$ cat src/vcdac_pkg.sv
// package of constants for the voice coil actuator converter controller
package vcdac_pkg;
   localparam int          CODE_W        = 10;          // converter code width
   localparam logic [6:0]  SLAVE_ADDR    = 7'h18;       // seven-bit bus address
   localparam logic [9:0]  CODE_RST      = 10'h000;     // code after reset
   localparam logic [1:0]  SLEW_RST      = 2'h0;        // slew mode after reset
   localparam int          SYS_CLK_KHZ   = 50000;       // system clock rate
   localparam int          SCL_MAX_KHZ   = 400;         // fastest serial clock
   // cycles of system clock per serial clock period at the fastest rate (round down)
   localparam int          SCL_MIN_CYC   = SYS_CLK_KHZ / SCL_MAX_KHZ;
   localparam logic [3:0]  SLEW_STEP_LOG = 4'h2;        // log2 of base slew step spacing
   // slew modes: direct, then three ramps of decreasing speed
   typedef enum logic [1:0] {SLEW_DIRECT, SLEW_FAST, SLEW_MED, SLEW_SLOW} vcdac_slew_t;
endpackage

$ cat src/vcdac_slew.sv
// output slew shaper that walks the drive code toward the target
`timescale 1ns/1ps
module vcdac_slew #(
   parameter int W = 10
) (
   // clock and reset
   input  wire logic         sys_clk,
   input  wire logic         rst_b,
   // control
   input  wire logic [W-1:0] target,
   input  wire logic [1:0]   mode,
   input  wire logic         force_zero,
   // output
   output logic      [W-1:0] drive_code
);
   logic [W-1:0] code_q, code_d;     // present drive code
   logic [7:0]   tick_q, tick_d;     // step spacing counter
   logic [7:0]   span;               // cycles between steps

   // next drive code and step timing
   always_comb begin
      span   = 8'h00;
      code_d = code_q;
      tick_d = tick_q;
      case (mode)
         vcdac_pkg::SLEW_FAST: span = 8'h01 << vcdac_pkg::SLEW_STEP_LOG;          // 4 cycles a step
         vcdac_pkg::SLEW_MED:  span = 8'h01 << {vcdac_pkg::SLEW_STEP_LOG, 1'h0};  // 16 cycles a step
         vcdac_pkg::SLEW_SLOW: span = 8'h01 << (vcdac_pkg::SLEW_STEP_LOG * 4'h3); // 64 cycles a step
         default: span = 8'h00;
      endcase
      if (force_zero) begin // held at zero in shutdown or before first write
         code_d = '0;
         tick_d = 8'h00;
      end else if (span == 8'h00) begin // direct mode
         code_d = target;
      end else if (tick_q >= span - 8'h01) begin // take one step
         tick_d = 8'h00;
         if (code_q < target) begin
            code_d = code_q + {{(W-1){1'b0}}, 1'b1};
         end else if (code_q > target) begin
            code_d = code_q - {{(W-1){1'b0}}, 1'b1};
         end
      end else begin
         tick_d = tick_q + 8'h01;
      end
   end

   // register stage
   always_ff @(posedge sys_clk or negedge rst_b) begin
      if (!rst_b) begin
         code_q <= '0;
         tick_q <= 8'h00;
      end else begin
         code_q <= code_d;
         tick_q <= tick_d;
      end
   end

   assign drive_code = code_q;

   // assertions
   slew_unit_a: assert property (@(posedge sys_clk) disable iff (!rst_b)
      (mode != 2'h0 && !force_zero) |=> (code_q - $past(code_q) <= 1 || $past(code_q) - code_q <= 1))
      else $error("slew moved more than one step");
   slew_zero_a: assert property (@(posedge sys_clk) disable iff (!rst_b)
      force_zero |=> code_q == '0)
      else $error("drive not zeroed");
endmodule // vcdac_slew

$ cat src/vcdac_top.sv
// i2c slave and input register of the voice coil actuator converter
// Overview of operation
// - one ten-bit code sets sink current
// - output zero until first valid write
// - shutdown input, polarity chosen per variant
// - i2c write and read up to 400 kHz
// - completed read clears the input register
// - acknowledge only address 0x18
// - selectable slew modes shape code changes
`timescale 1ns/1ps
module vcdac_top #(
   parameter bit SHDN_ACTIVE_HIGH = 1'b0 // variant: shutdown level
) (
   // clock and reset
   input  wire logic       sys_clk,
   input  wire logic       rst_b,
   // two-wire bus pins
   input  wire logic       scl_in,
   input  wire logic       sda_in,
   output logic            sda_out,
   output logic            sda_oe,
   // shutdown pin
   input  wire logic       shutdown_pin,
   // converter side
   output logic [9:0]      dac_code,
   output logic            dac_enable
);
   typedef enum logic [2:0] {ST_IDLE, ST_ADDR, ST_AACK, ST_WR, ST_WACK, ST_RD, ST_RACK} vcdac_state_t;

   // pin synchronisers, first stage read only by the second
   // they reset to the idle levels of their pins: a bus at rest and the
   // shutdown input inactive, so no false start or shutdown follows reset
   logic [1:0] scl_s_q, sda_s_q, shd_s_q;
   logic       scl_p_q, sda_p_q;               // previous synced levels
   always_ff @(posedge sys_clk or negedge rst_b) begin
      if (!rst_b) begin
         scl_s_q <= 2'h3;
         sda_s_q <= 2'h3;
         shd_s_q <= {2{~SHDN_ACTIVE_HIGH}};
         scl_p_q <= 1'b1;
         sda_p_q <= 1'b1;
      end else begin
         scl_s_q <= {scl_s_q[0], scl_in};
         sda_s_q <= {sda_s_q[0], sda_in};
         shd_s_q <= {shd_s_q[0], shutdown_pin};
         scl_p_q <= scl_s_q[1];
         sda_p_q <= sda_s_q[1];
      end
   end

   logic scl, sda, scl_rise, scl_fall, start_c, stop_c, shut;
   assign scl      = scl_s_q[1];
   assign sda      = sda_s_q[1];
   assign scl_rise = scl & ~scl_p_q;
   assign scl_fall = ~scl & scl_p_q;
   assign start_c  = scl & scl_p_q & sda_p_q & ~sda;
   assign stop_c   = scl & scl_p_q & ~sda_p_q & sda;
   assign shut     = (shd_s_q[1] == SHDN_ACTIVE_HIGH);

   // protocol state
   vcdac_state_t st_q, st_d;           // bus state
   logic [7:0]   sh_q, sh_d;           // shift register
   logic [3:0]   bit_q, bit_d;         // bits moved in the byte
   logic [1:0]   byte_q, byte_d;       // data byte index
   logic         rw_q, rw_d;           // read transaction
   logic         oe_q, oe_d;           // drive sda low
   logic [9:0]   code_q, code_d;       // input register
   logic [7:0]   hi_q, hi_d;           // first write byte held
   logic [1:0]   slew_q, slew_d;       // selected slew mode
   logic         valid_q, valid_d;     // a valid write has landed
   logic         rdone_q, rdone_d;     // a read byte went out

   // next protocol values
   // start and stop are checked ahead of the bit timing: the master may
   // abandon a transfer at any bit, and the state must follow at once
   // a read clears the input register only once a whole byte went out,
   // so an aborted address phase leaves the code untouched
   always_comb begin
      st_d = st_q; sh_d = sh_q; bit_d = bit_q; byte_d = byte_q; rw_d = rw_q;
      oe_d = oe_q; code_d = code_q; hi_d = hi_q; slew_d = slew_q;
      valid_d = valid_q; rdone_d = rdone_q;
      if (start_c) begin // start or repeated start
         if (rw_q && rdone_q) begin
            code_d = vcdac_pkg::CODE_RST;
         end
         st_d = ST_ADDR; bit_d = 4'h0; oe_d = 1'b0; rdone_d = 1'b0;
      end else if (stop_c) begin // transaction ends
         if (rw_q && rdone_q) begin
            code_d = vcdac_pkg::CODE_RST;
         end
         st_d = ST_IDLE; oe_d = 1'b0; rdone_d = 1'b0; rw_d = 1'b0;
      end else begin
         case (st_q)
            ST_ADDR, ST_WR: begin // shift in on rising edge
               if (scl_rise) begin
                  sh_d  = {sh_q[6:0], sda};
                  bit_d = bit_q + 4'h1;
               end else if (scl_fall && bit_q == 4'h8) begin
                  bit_d = 4'h0;
                  if (st_q == ST_ADDR) begin
                     if (sh_q[7:1] == vcdac_pkg::SLAVE_ADDR) begin
                        oe_d = 1'b1; rw_d = sh_q[0]; byte_d = 2'h0; st_d = ST_AACK;
                     end else begin
                        st_d = ST_IDLE;
                     end
                  end else begin
                     oe_d = 1'b1; st_d = ST_WACK;
                     if (byte_q == 2'h0) begin // first byte: slew mode and top code bits
                        hi_d = sh_q;
                     end else if (byte_q == 2'h1) begin // second byte completes the code
                        code_d  = {hi_q[1:0], sh_q};
                        slew_d  = hi_q[5:4];
                        valid_d = 1'b1;
                     end
                     if (byte_q != 2'h3) begin // later bytes are acked and dropped, never wrap
                        byte_d = byte_q + 2'h1;
                     end
                  end
               end
            end
            ST_AACK, ST_WACK: begin // after the ack clock: release for a write, send the first read bit for a read
               if (scl_fall) begin
                  if (rw_q) begin
                     // read bytes use the write layout, mode beside the top code bits
                     sh_d = (byte_q == 2'h0) ? {2'h0, slew_q, 2'h0, code_q[9:8]} : code_q[7:0];
                     oe_d = ~sh_d[7]; // first bit goes out at once, pulled low for a zero
                     st_d = ST_RD;
                  end else begin
                     oe_d = 1'b0; st_d = ST_WR;
                  end
               end
            end
            ST_RD: begin // shift out on falling edge
               if (scl_fall) begin
                  bit_d = bit_q + 4'h1;
                  if (bit_q == 4'h7) begin
                     oe_d = 1'b0; bit_d = 4'h0; st_d = ST_RACK;
                  end else begin
                     sh_d = {sh_q[6:0], 1'b0};
                     oe_d = ~sh_q[6];
                  end
               end
            end
            ST_RACK: begin // master ack or nack
               if (scl_rise) begin
                  rdone_d = 1'b1;
                  byte_d  = byte_q + 2'h1;
                  st_d    = sda ? ST_IDLE : ST_AACK;
               end
            end
            default: st_d = ST_IDLE;
         endcase
      end
   end

   // protocol registers
   always_ff @(posedge sys_clk or negedge rst_b) begin
      if (!rst_b) begin
         st_q <= ST_IDLE; sh_q <= 8'h00; bit_q <= 4'h0; byte_q <= 2'h0; rw_q <= 1'b0;
         oe_q <= 1'b0; code_q <= vcdac_pkg::CODE_RST; hi_q <= 8'h00;
         slew_q <= vcdac_pkg::SLEW_RST; valid_q <= 1'b0; rdone_q <= 1'b0;
      end else begin
         st_q <= st_d; sh_q <= sh_d; bit_q <= bit_d; byte_q <= byte_d; rw_q <= rw_d;
         oe_q <= oe_d; code_q <= code_d; hi_q <= hi_d;
         slew_q <= slew_d; valid_q <= valid_d; rdone_q <= rdone_d;
      end
   end

   // open-drain: only ever pulls low
   // the enable follows the synced pin, so it lags the pin by two clocks
   assign sda_out    = 1'b0;
   assign sda_oe     = oe_q;
   assign dac_enable = ~shut;

   // output shaper
   vcdac_slew #(.W(vcdac_pkg::CODE_W)) u_slew (
      .sys_clk    (sys_clk),
      .rst_b      (rst_b),
      .target     (code_q),
      .mode       (slew_q),
      .force_zero (shut | ~valid_q),
      .drive_code (dac_code)
   );

   // assertions, each named after the rule it guards
   zero_before_a: assert property (@(posedge sys_clk) disable iff (!rst_b)
      !valid_q |-> dac_code == 10'h000)
      else $error("output not zero before first write");
   shut_idle_a: assert property (@(posedge sys_clk) disable iff (!rst_b)
      shut |-> !dac_enable ##1 dac_code == 10'h000)
      else $error("drive not off in shutdown");
   read_clear_a: assert property (@(posedge sys_clk) disable iff (!rst_b)
      (stop_c && rw_q && rdone_q) |=> code_q == 10'h000)
      else $error("read did not clear");
   addr_match_a: assert property (@(posedge sys_clk) disable iff (!rst_b)
      (st_q == ST_ADDR && st_d == ST_AACK) |-> sh_q[7:1] == 7'h18)
      else $error("ack to wrong address");
   addr_other_a: assert property (@(posedge sys_clk) disable iff (!rst_b)
      (st_q == ST_ADDR && scl_fall && bit_q == 4'h8 && sh_q[7:1] != 7'h18) |=> (!sda_oe && st_q == ST_IDLE))
      else $error("foreign address not ignored");
   write_load_a: assert property (@(posedge sys_clk) disable iff (!rst_b)
      (st_q == ST_WR && st_d == ST_WACK && byte_q == 2'h1) |=> (valid_q && code_q == {hi_q[1:0], $past(sh_q)}))
      else $error("write not loaded");
   code_hold_a: assert property (@(posedge sys_clk) disable iff (!rst_b)
      (st_q == ST_IDLE && !start_c && !stop_c) |=> $stable(code_q))
      else $error("code changed idle");
   direct_follow_a: assert property (@(posedge sys_clk) disable iff (!rst_b)
      (slew_q == 2'h0 && valid_q && !shut) [*2] |=> dac_code == $past(code_q))
      else $error("no direct follow");
   ack_release_a: assert property (@(posedge sys_clk) disable iff (!rst_b)
      (st_q == ST_AACK && scl_fall && !rw_q) |=> !sda_oe)
      else $error("ack held too long");
   rd_release_a: assert property (@(posedge sys_clk) disable iff (!rst_b)
      (st_q == ST_RD && scl_fall && bit_q == 4'h7) |=> !sda_oe)
      else $error("data held into master ack");
   rd_layout_a: assert property (@(posedge sys_clk) disable iff (!rst_b)
      (st_q == ST_AACK && scl_fall && rw_q && byte_q == 2'h0)
      |=> (st_q == ST_RD && sh_q == {2'h0, $past(slew_q), 2'h0, $past(code_q[9:8])} && sda_oe == ~sh_q[7]))
      else $error("read byte layout wrong");
   // covers for the main transfers and shutdown
   wr_cov: cover property (@(posedge sys_clk) st_q == ST_WACK && valid_q);
   rd_cov: cover property (@(posedge sys_clk) st_q == ST_RACK);
   shut_cov: cover property (@(posedge sys_clk) shut && valid_q);
   rclr_cov: cover property (@(posedge sys_clk) stop_c && rw_q && rdone_q);
endmodule // vcdac_top

$ cat config.mk
export PLATFORM = sky130hd
export DESIGN_NAME = vcdac_top
export DESIGN_NICKNAME = d
export VERILOG_FILES = /design/src/vcdac_pkg.sv /design/src/vcdac_slew.sv /design/src/vcdac_top.sv
export SDC_FILE = /design/constraint.sdc
export NUM_CORES = 1
export LEC_CHECK = 0
export BUFFER_PORTS_ARGS = -buffer_cell sky130_fd_sc_hd__buf_4
export CORE_MARGIN = 2
export CORE_UTILIZATION = 59
export DETAILED_ROUTE_END_ITERATION = 8
export PLACE_DENSITY = 0.77
export SETUP_SLACK_MARGIN = 0.02
export SLEW_MARGIN = 20
export SYNTH_ARGS = -nofsm -noshare
export SYNTH_HDL_FRONTEND = slang
export SYNTH_SLANG_ARGS = --single-unit
$ cat constraint.sdc
create_clock -name sys_clk -period 3.5 [get_ports sys_clk]
set_input_delay 0.525 -clock sys_clk [delete_from_list [all_inputs] [get_ports sys_clk]]
set_output_delay 0.525 -clock sys_clk [all_outputs]
set_load 0.01 [all_outputs]
==> out/metrics.csv <==
stage;metric;value;unit
sta;remaining max-slew budget at the tightest pin;46.74;%
drt;violation count after the first detailed-route iteration;180;
setup_path;reg-to-reg slack, setup;170;ps
power;power share of the combinational group;7.4;%
logic_synthesis;sequential area share after synthesis;39.61;%
grt;met2 routing resource usage after global routing;41.05;%
grt;global router's overall resource usage;25.41;%
sta;Final setup viols;0;
die;effective utilization at floorplan;59.94;%
logic_synthesis;number of unique standard cell types used by synthesis;61;
setup_path;worst r2r dst;u_slew.drive_code[9];
power;internal cell power;1.222;mW
grt;global-route wire length before repair;14950;um
drt;final WL;8873;um
grt;maximum number of pins on one net before global-route repair;64;
power;power share of the clock group;41.2;%
die;Vert. Die Dim;86.39;um
grt;vias in the first global route;3239;
placed_design;post-detailed-placement cell area;0.004247;mm^2
sta;Max Clk Rate;0.3003;GHz
cells_and_area;Multi-input gate area;0.002246;mm^2
clock_network;H-tree depth;3;
logic_synthesis;Synth area leaders;sky130_fd_sc_hd__dfrtp_1 (34%), sky130_fd_sc_hd__ha_1 (10%), sky130_fd_sc_hd__dfstp_2 (5.2%);
logic_synthesis;Synth Warn #;0;
placed_design;final HPWL from detailed placement;6134;um
clock_network;source-to-sink clock delay at the later pin of the worst-skew pair;350;ps
setup_path;worst reg2reg startpoint;u_slew.drive_code[5];
clock_network;clock slew seen by the registers of the worst setup and hold paths;70;ps
power;Switching Power;420.6;uW
logic_synthesis;Syn Area/Cell;9.468;um^2
setup_path;kind of end point of the critical path;flop;
grt;number of antenna violations at the first check in global routing;0;
setup_path;crit-path max cell delay;410;ps
logic_synthesis;Yosys top cell area share;34.36;%
setup_path;Worst Path Max Fanout;10;
drt;via count of the routed design;3318;
power;leakage power summed over all cells;2.173;nW
setup_path;chain of cells forming the critical path;ha_1, a21oi_1, o21ai_0, a2111oi_4, inv_2, buf_4, ha_1, nand4_1, nand3b_1, a31oi_2, a311o_1, a221o_1;
drt;post-DR wirelength/cell;16.52;um
die;number of top-level design ports;18;
logic_synthesis;proportion of register bits with asynchronous set or reset after synthesis;100.0;%
logic_synthesis;synthesized instance count;423;
power;net switching fraction of the power;25.60;%
die;row count;30;
logic_synthesis;register bit count reported by yosys;63;
logic_synthesis;Post-Synthesis Net Count;462;
logic_synthesis;commonest register cell after synthesis;sky130_fd_sc_hd__dfrtp_1;
clock_network;TritonCTS clock tree;built;
clock_network;Clock Tree Buf Depth;2;
grt;remaining global-route overflow;0;
setup_path;cell with the most instances on the worst path;sky130_fd_sc_hd__ha_1;
logic_synthesis;largest area contributor in the synthesized netlist;sky130_fd_sc_hd__dfrtp_1;
die;x dimension of the die;86.39;um
grt;routing usage on met3;4.667;%
sta;total count of max-transition violations in the final report;0;
cells_and_area;fill cell instance count of the final layout;546;
clock_network;clock tree sinks;63;
cells_and_area;Ant. Diodes;0;
sta;share of the clock period used by the worst path after layout;95.13;%
sta;worst hold slack after final layout;250.9;ps
power;relative contribution of sequential cells to total power;51.5;%
sta;pin slew with the least headroom to its limit;799.0;ps
die;total die area;0.007463;mm^2
drt;average via count per standard cell;6.179;
cells_and_area;final standard cell area without fillers;0.004502;mm^2
clock_network;clock root cell;sky130_fd_sc_hd__clkbuf_8;
hold_path;Hold Crit Class;input pin to asynchronous set/reset pin;
cells_and_area;final core utilization;67.38;%
cells_and_area;Synth-to-Final Area Change;12.40;%
grt;GR peak layer;met2;
sta;hold violation total from the final report;0;
drt;number of iterations in the first detailed-routing pass;4;
sta;final setup skew;6.316;ps
placed_design;routability-driven placement congestion ratio;0.9208;
placed_design;input/output buffers;16;
sta;minimum clock period;3330;ps
flow_run;maximum capacitance violations;0;
drt;final routed DRC violation total;0;
power;power density over cell area;365.0;mW/mm^2
logic_synthesis;number of enable-type register cells in the synthesized netlist;0;
setup_path;cell type of the slowest stage on the worst timing path;sky130_fd_sc_hd__dfrtp_1;
clock_network;Hold Buf Count CTS;0;
grt;met1 Usage GRT;32.59;%
setup_path;Req. time, crit path;3730;ps
drt;number of routed nets with antenna violations;0;
setup_path;category of the critical setup timing path;flop to flop;
power;worst vdd ir;0.2294;mV
setup_path;Worst Setup Start Kind;flop;
clock_network;CTS Buf Count;9;
run_status;result of the run;complete, no violations;
die;core footprint;0.006681;mm^2
logic_synthesis;cell area after technology mapping;0.004005;mm^2
cells_and_area;area occupied by registers;0.001587;mm^2
setup_path;count of cells along the worst register-to-register path;12;
setup_path;data arrival time of the critical path;3560;ps
cells_and_area;share of layout cells above drive strength 1;18.60;%
cells_and_area;post-layout net count;491;
[worst max-delay path by stage]
stage / cells past startpoint / slack (ps) / startpoint / endpoint
2_1_floorplan: 12 / 240 / u_slew.drive_code[5] / u_slew.drive_code[9]
6_report: 12 / 170 / u_slew.drive_code[5] / u_slew.drive_code[9]
5_1_grt: 12 / -3 / u_slew.drive_code[5] / u_slew.drive_code[9]
3_3_place_gp: 12 / 120 / u_slew.drive_code[5] / u_slew.drive_code[8]
4_1_cts: 12 / 20 / u_slew.drive_code[5] / u_slew.drive_code[8]
3_5_place_dp: 12 / -60 / u_slew.drive_code[5] / u_slew.drive_code[8]
[synth_stat cells, drive strengths merged (2+ instances only)]
| master | number |
|---|---|
| dfrtp | 55 |
| o21ai | 37 |
| nor2 | 36 |
| a21oi | 33 |
| ha | 33 |
| nand2 | 31 |
| inv | 22 |
| nand2b | 18 |
| a22o | 13 |
| buf | 11 |
| a22oi | 9 |
| mux2i | 9 |
| dfstp | 8 |
| mux2 | 8 |
| a211oi | 7 |
| a31oi | 7 |
| clkbuf | 7 |
| nand4 | 7 |
| a21o | 5 |
| nand3 | 5 |
| nor3 | 5 |
| xor2 | 5 |
| and3 | 4 |
| nor2b | 4 |
| and2b | 3 |
| and3b | 3 |
| nand3b | 3 |
| or2 | 3 |
| xnor2 | 3 |
| a2111oi | 2 |
| o211ai | 2 |
| o21a | 2 |
| o22ai | 2 |
[power groups by stage]
stage | registers, mW | clock network, mW | logic (mW)
floorplan | 0.833 | 0 | 0.0912
global placement | 0.855 | 0 | 0.117
finish | 0.846 | 0.676 | 0.121
detailed placement | 0.858 | 0 | 0.122
global route | 0.852 | 0.717 | 0.141
CTS | 0.844 | 0.687 | 0.123
[kinds of logic (layout without fill, tap and decap cells)]
group	count (synthesis)	in the layout	synth area share, %
and+or+nand+nor	130	130	17.09
DFF	63	63	39.61
muxes	17	17	4.499
xor gates and xnor gates	8	8	1.750
AOI/OAI and AO/OA	129	129	21.24
other	1	1	0.09363
adders and majority gates	34	34	10.81
buffers and inverters	41	75	4.905
[cells in the final DEF (no fill, tap or decap), types with 3 or more instances in the layout]
cell,n
sky130_fd_sc_hd__a22o_1,13
sky130_fd_sc_hd__nand4_1,7
sky130_fd_sc_hd__nand3b_1,3
sky130_fd_sc_hd__and3b_1,3
sky130_fd_sc_hd__buf_4,37
sky130_fd_sc_hd__a211oi_1,5
sky130_fd_sc_hd__nand2_1,31
sky130_fd_sc_hd__dfrtp_1,55
sky130_fd_sc_hd__nand3_1,5
sky130_fd_sc_hd__a22oi_1,9
sky130_fd_sc_hd__a21o_1,5
sky130_fd_sc_hd__xor2_1,5
sky130_fd_sc_hd__inv_1,21
sky130_fd_sc_hd__mux2i_1,9
sky130_fd_sc_hd__nand2b_1,17
sky130_fd_sc_hd__and3_1,4
sky130_fd_sc_hd__dfstp_2,8
sky130_fd_sc_hd__xnor2_1,3
sky130_fd_sc_hd__a21oi_1,33
sky130_fd_sc_hd__clkbuf_8,12
sky130_fd_sc_hd__a31oi_1,5
sky130_fd_sc_hd__or2_2,3
sky130_fd_sc_hd__nor3_1,5
sky130_fd_sc_hd__mux2_2,8
sky130_fd_sc_hd__nor2_1,36
sky130_fd_sc_hd__nor2b_1,4
sky130_fd_sc_hd__o21ai_0,37
sky130_fd_sc_hd__ha_1,33
[metal layers]
layer	vias to the layer above	wire length (um)
met2	93	4326
li1	1587	-
met4	0	226
met1	1611	3889
met5	-	0
met3	27	430
[worst max-delay path, delay by kind of cell, from the launching register on]
family | cells | cell delay (ps)
compound gates | 6 | 1430
fa+ha+maj | 2 | 690
flops | 1 | 410
buf+inv | 2 | 350
simple gates | 2 | 320
[flip-flops by register name, indices dropped and copies added, names as in the netlist, 3 cells and up]
name	flops
sh_q	8
bit_q	4
code_q	10
hi_q	4
u_slew.tick_q	8
st_q	3
u_slew.drive_code	10
[repair_timing]
| item | in CTS | in global routing |
|---|---|---|
| resized for setup | 1 | 3 |
| pin swaps | 0 | 1 |
| setup buffers | 0 | 3 |
| endpoints found under the setup margin | 3 | 6 |
[cell type report]
| type | count | share of cell area [%] |
|---|---|---|
| tap | 80 | 2.223 |
| clock inverter | 3 | 0.8894 |
| inverter | 22 | 1.834 |
| multi-input combinational | 319 | 49.89 |
| timing repair buffer | 37 | 6.170 |
| sequential | 63 | 35.24 |
| clock buffer | 13 | 3.752 |
[through the flow]
| stage | cells | setup slack, ps | setup TNS, ps | power (mW) |
|---|---|---|---|---|
| floorplan | 423 | 241.5 | 0 | 0.9240 |
| global placement | 518 | 119.0 | 0 | 0.9715 |
| detailed placement | 518 | -55.30 | -88.08 | 0.9799 |
| CTS | 534 | 20.49 | 0 | 1.654 |
| global route | 537 | -2.523 | -2.523 | 1.709 |
| finish | 537 | 170.5 | 0 | 1.643 |
No activity file was read; power rests on OpenSTA's default activity.
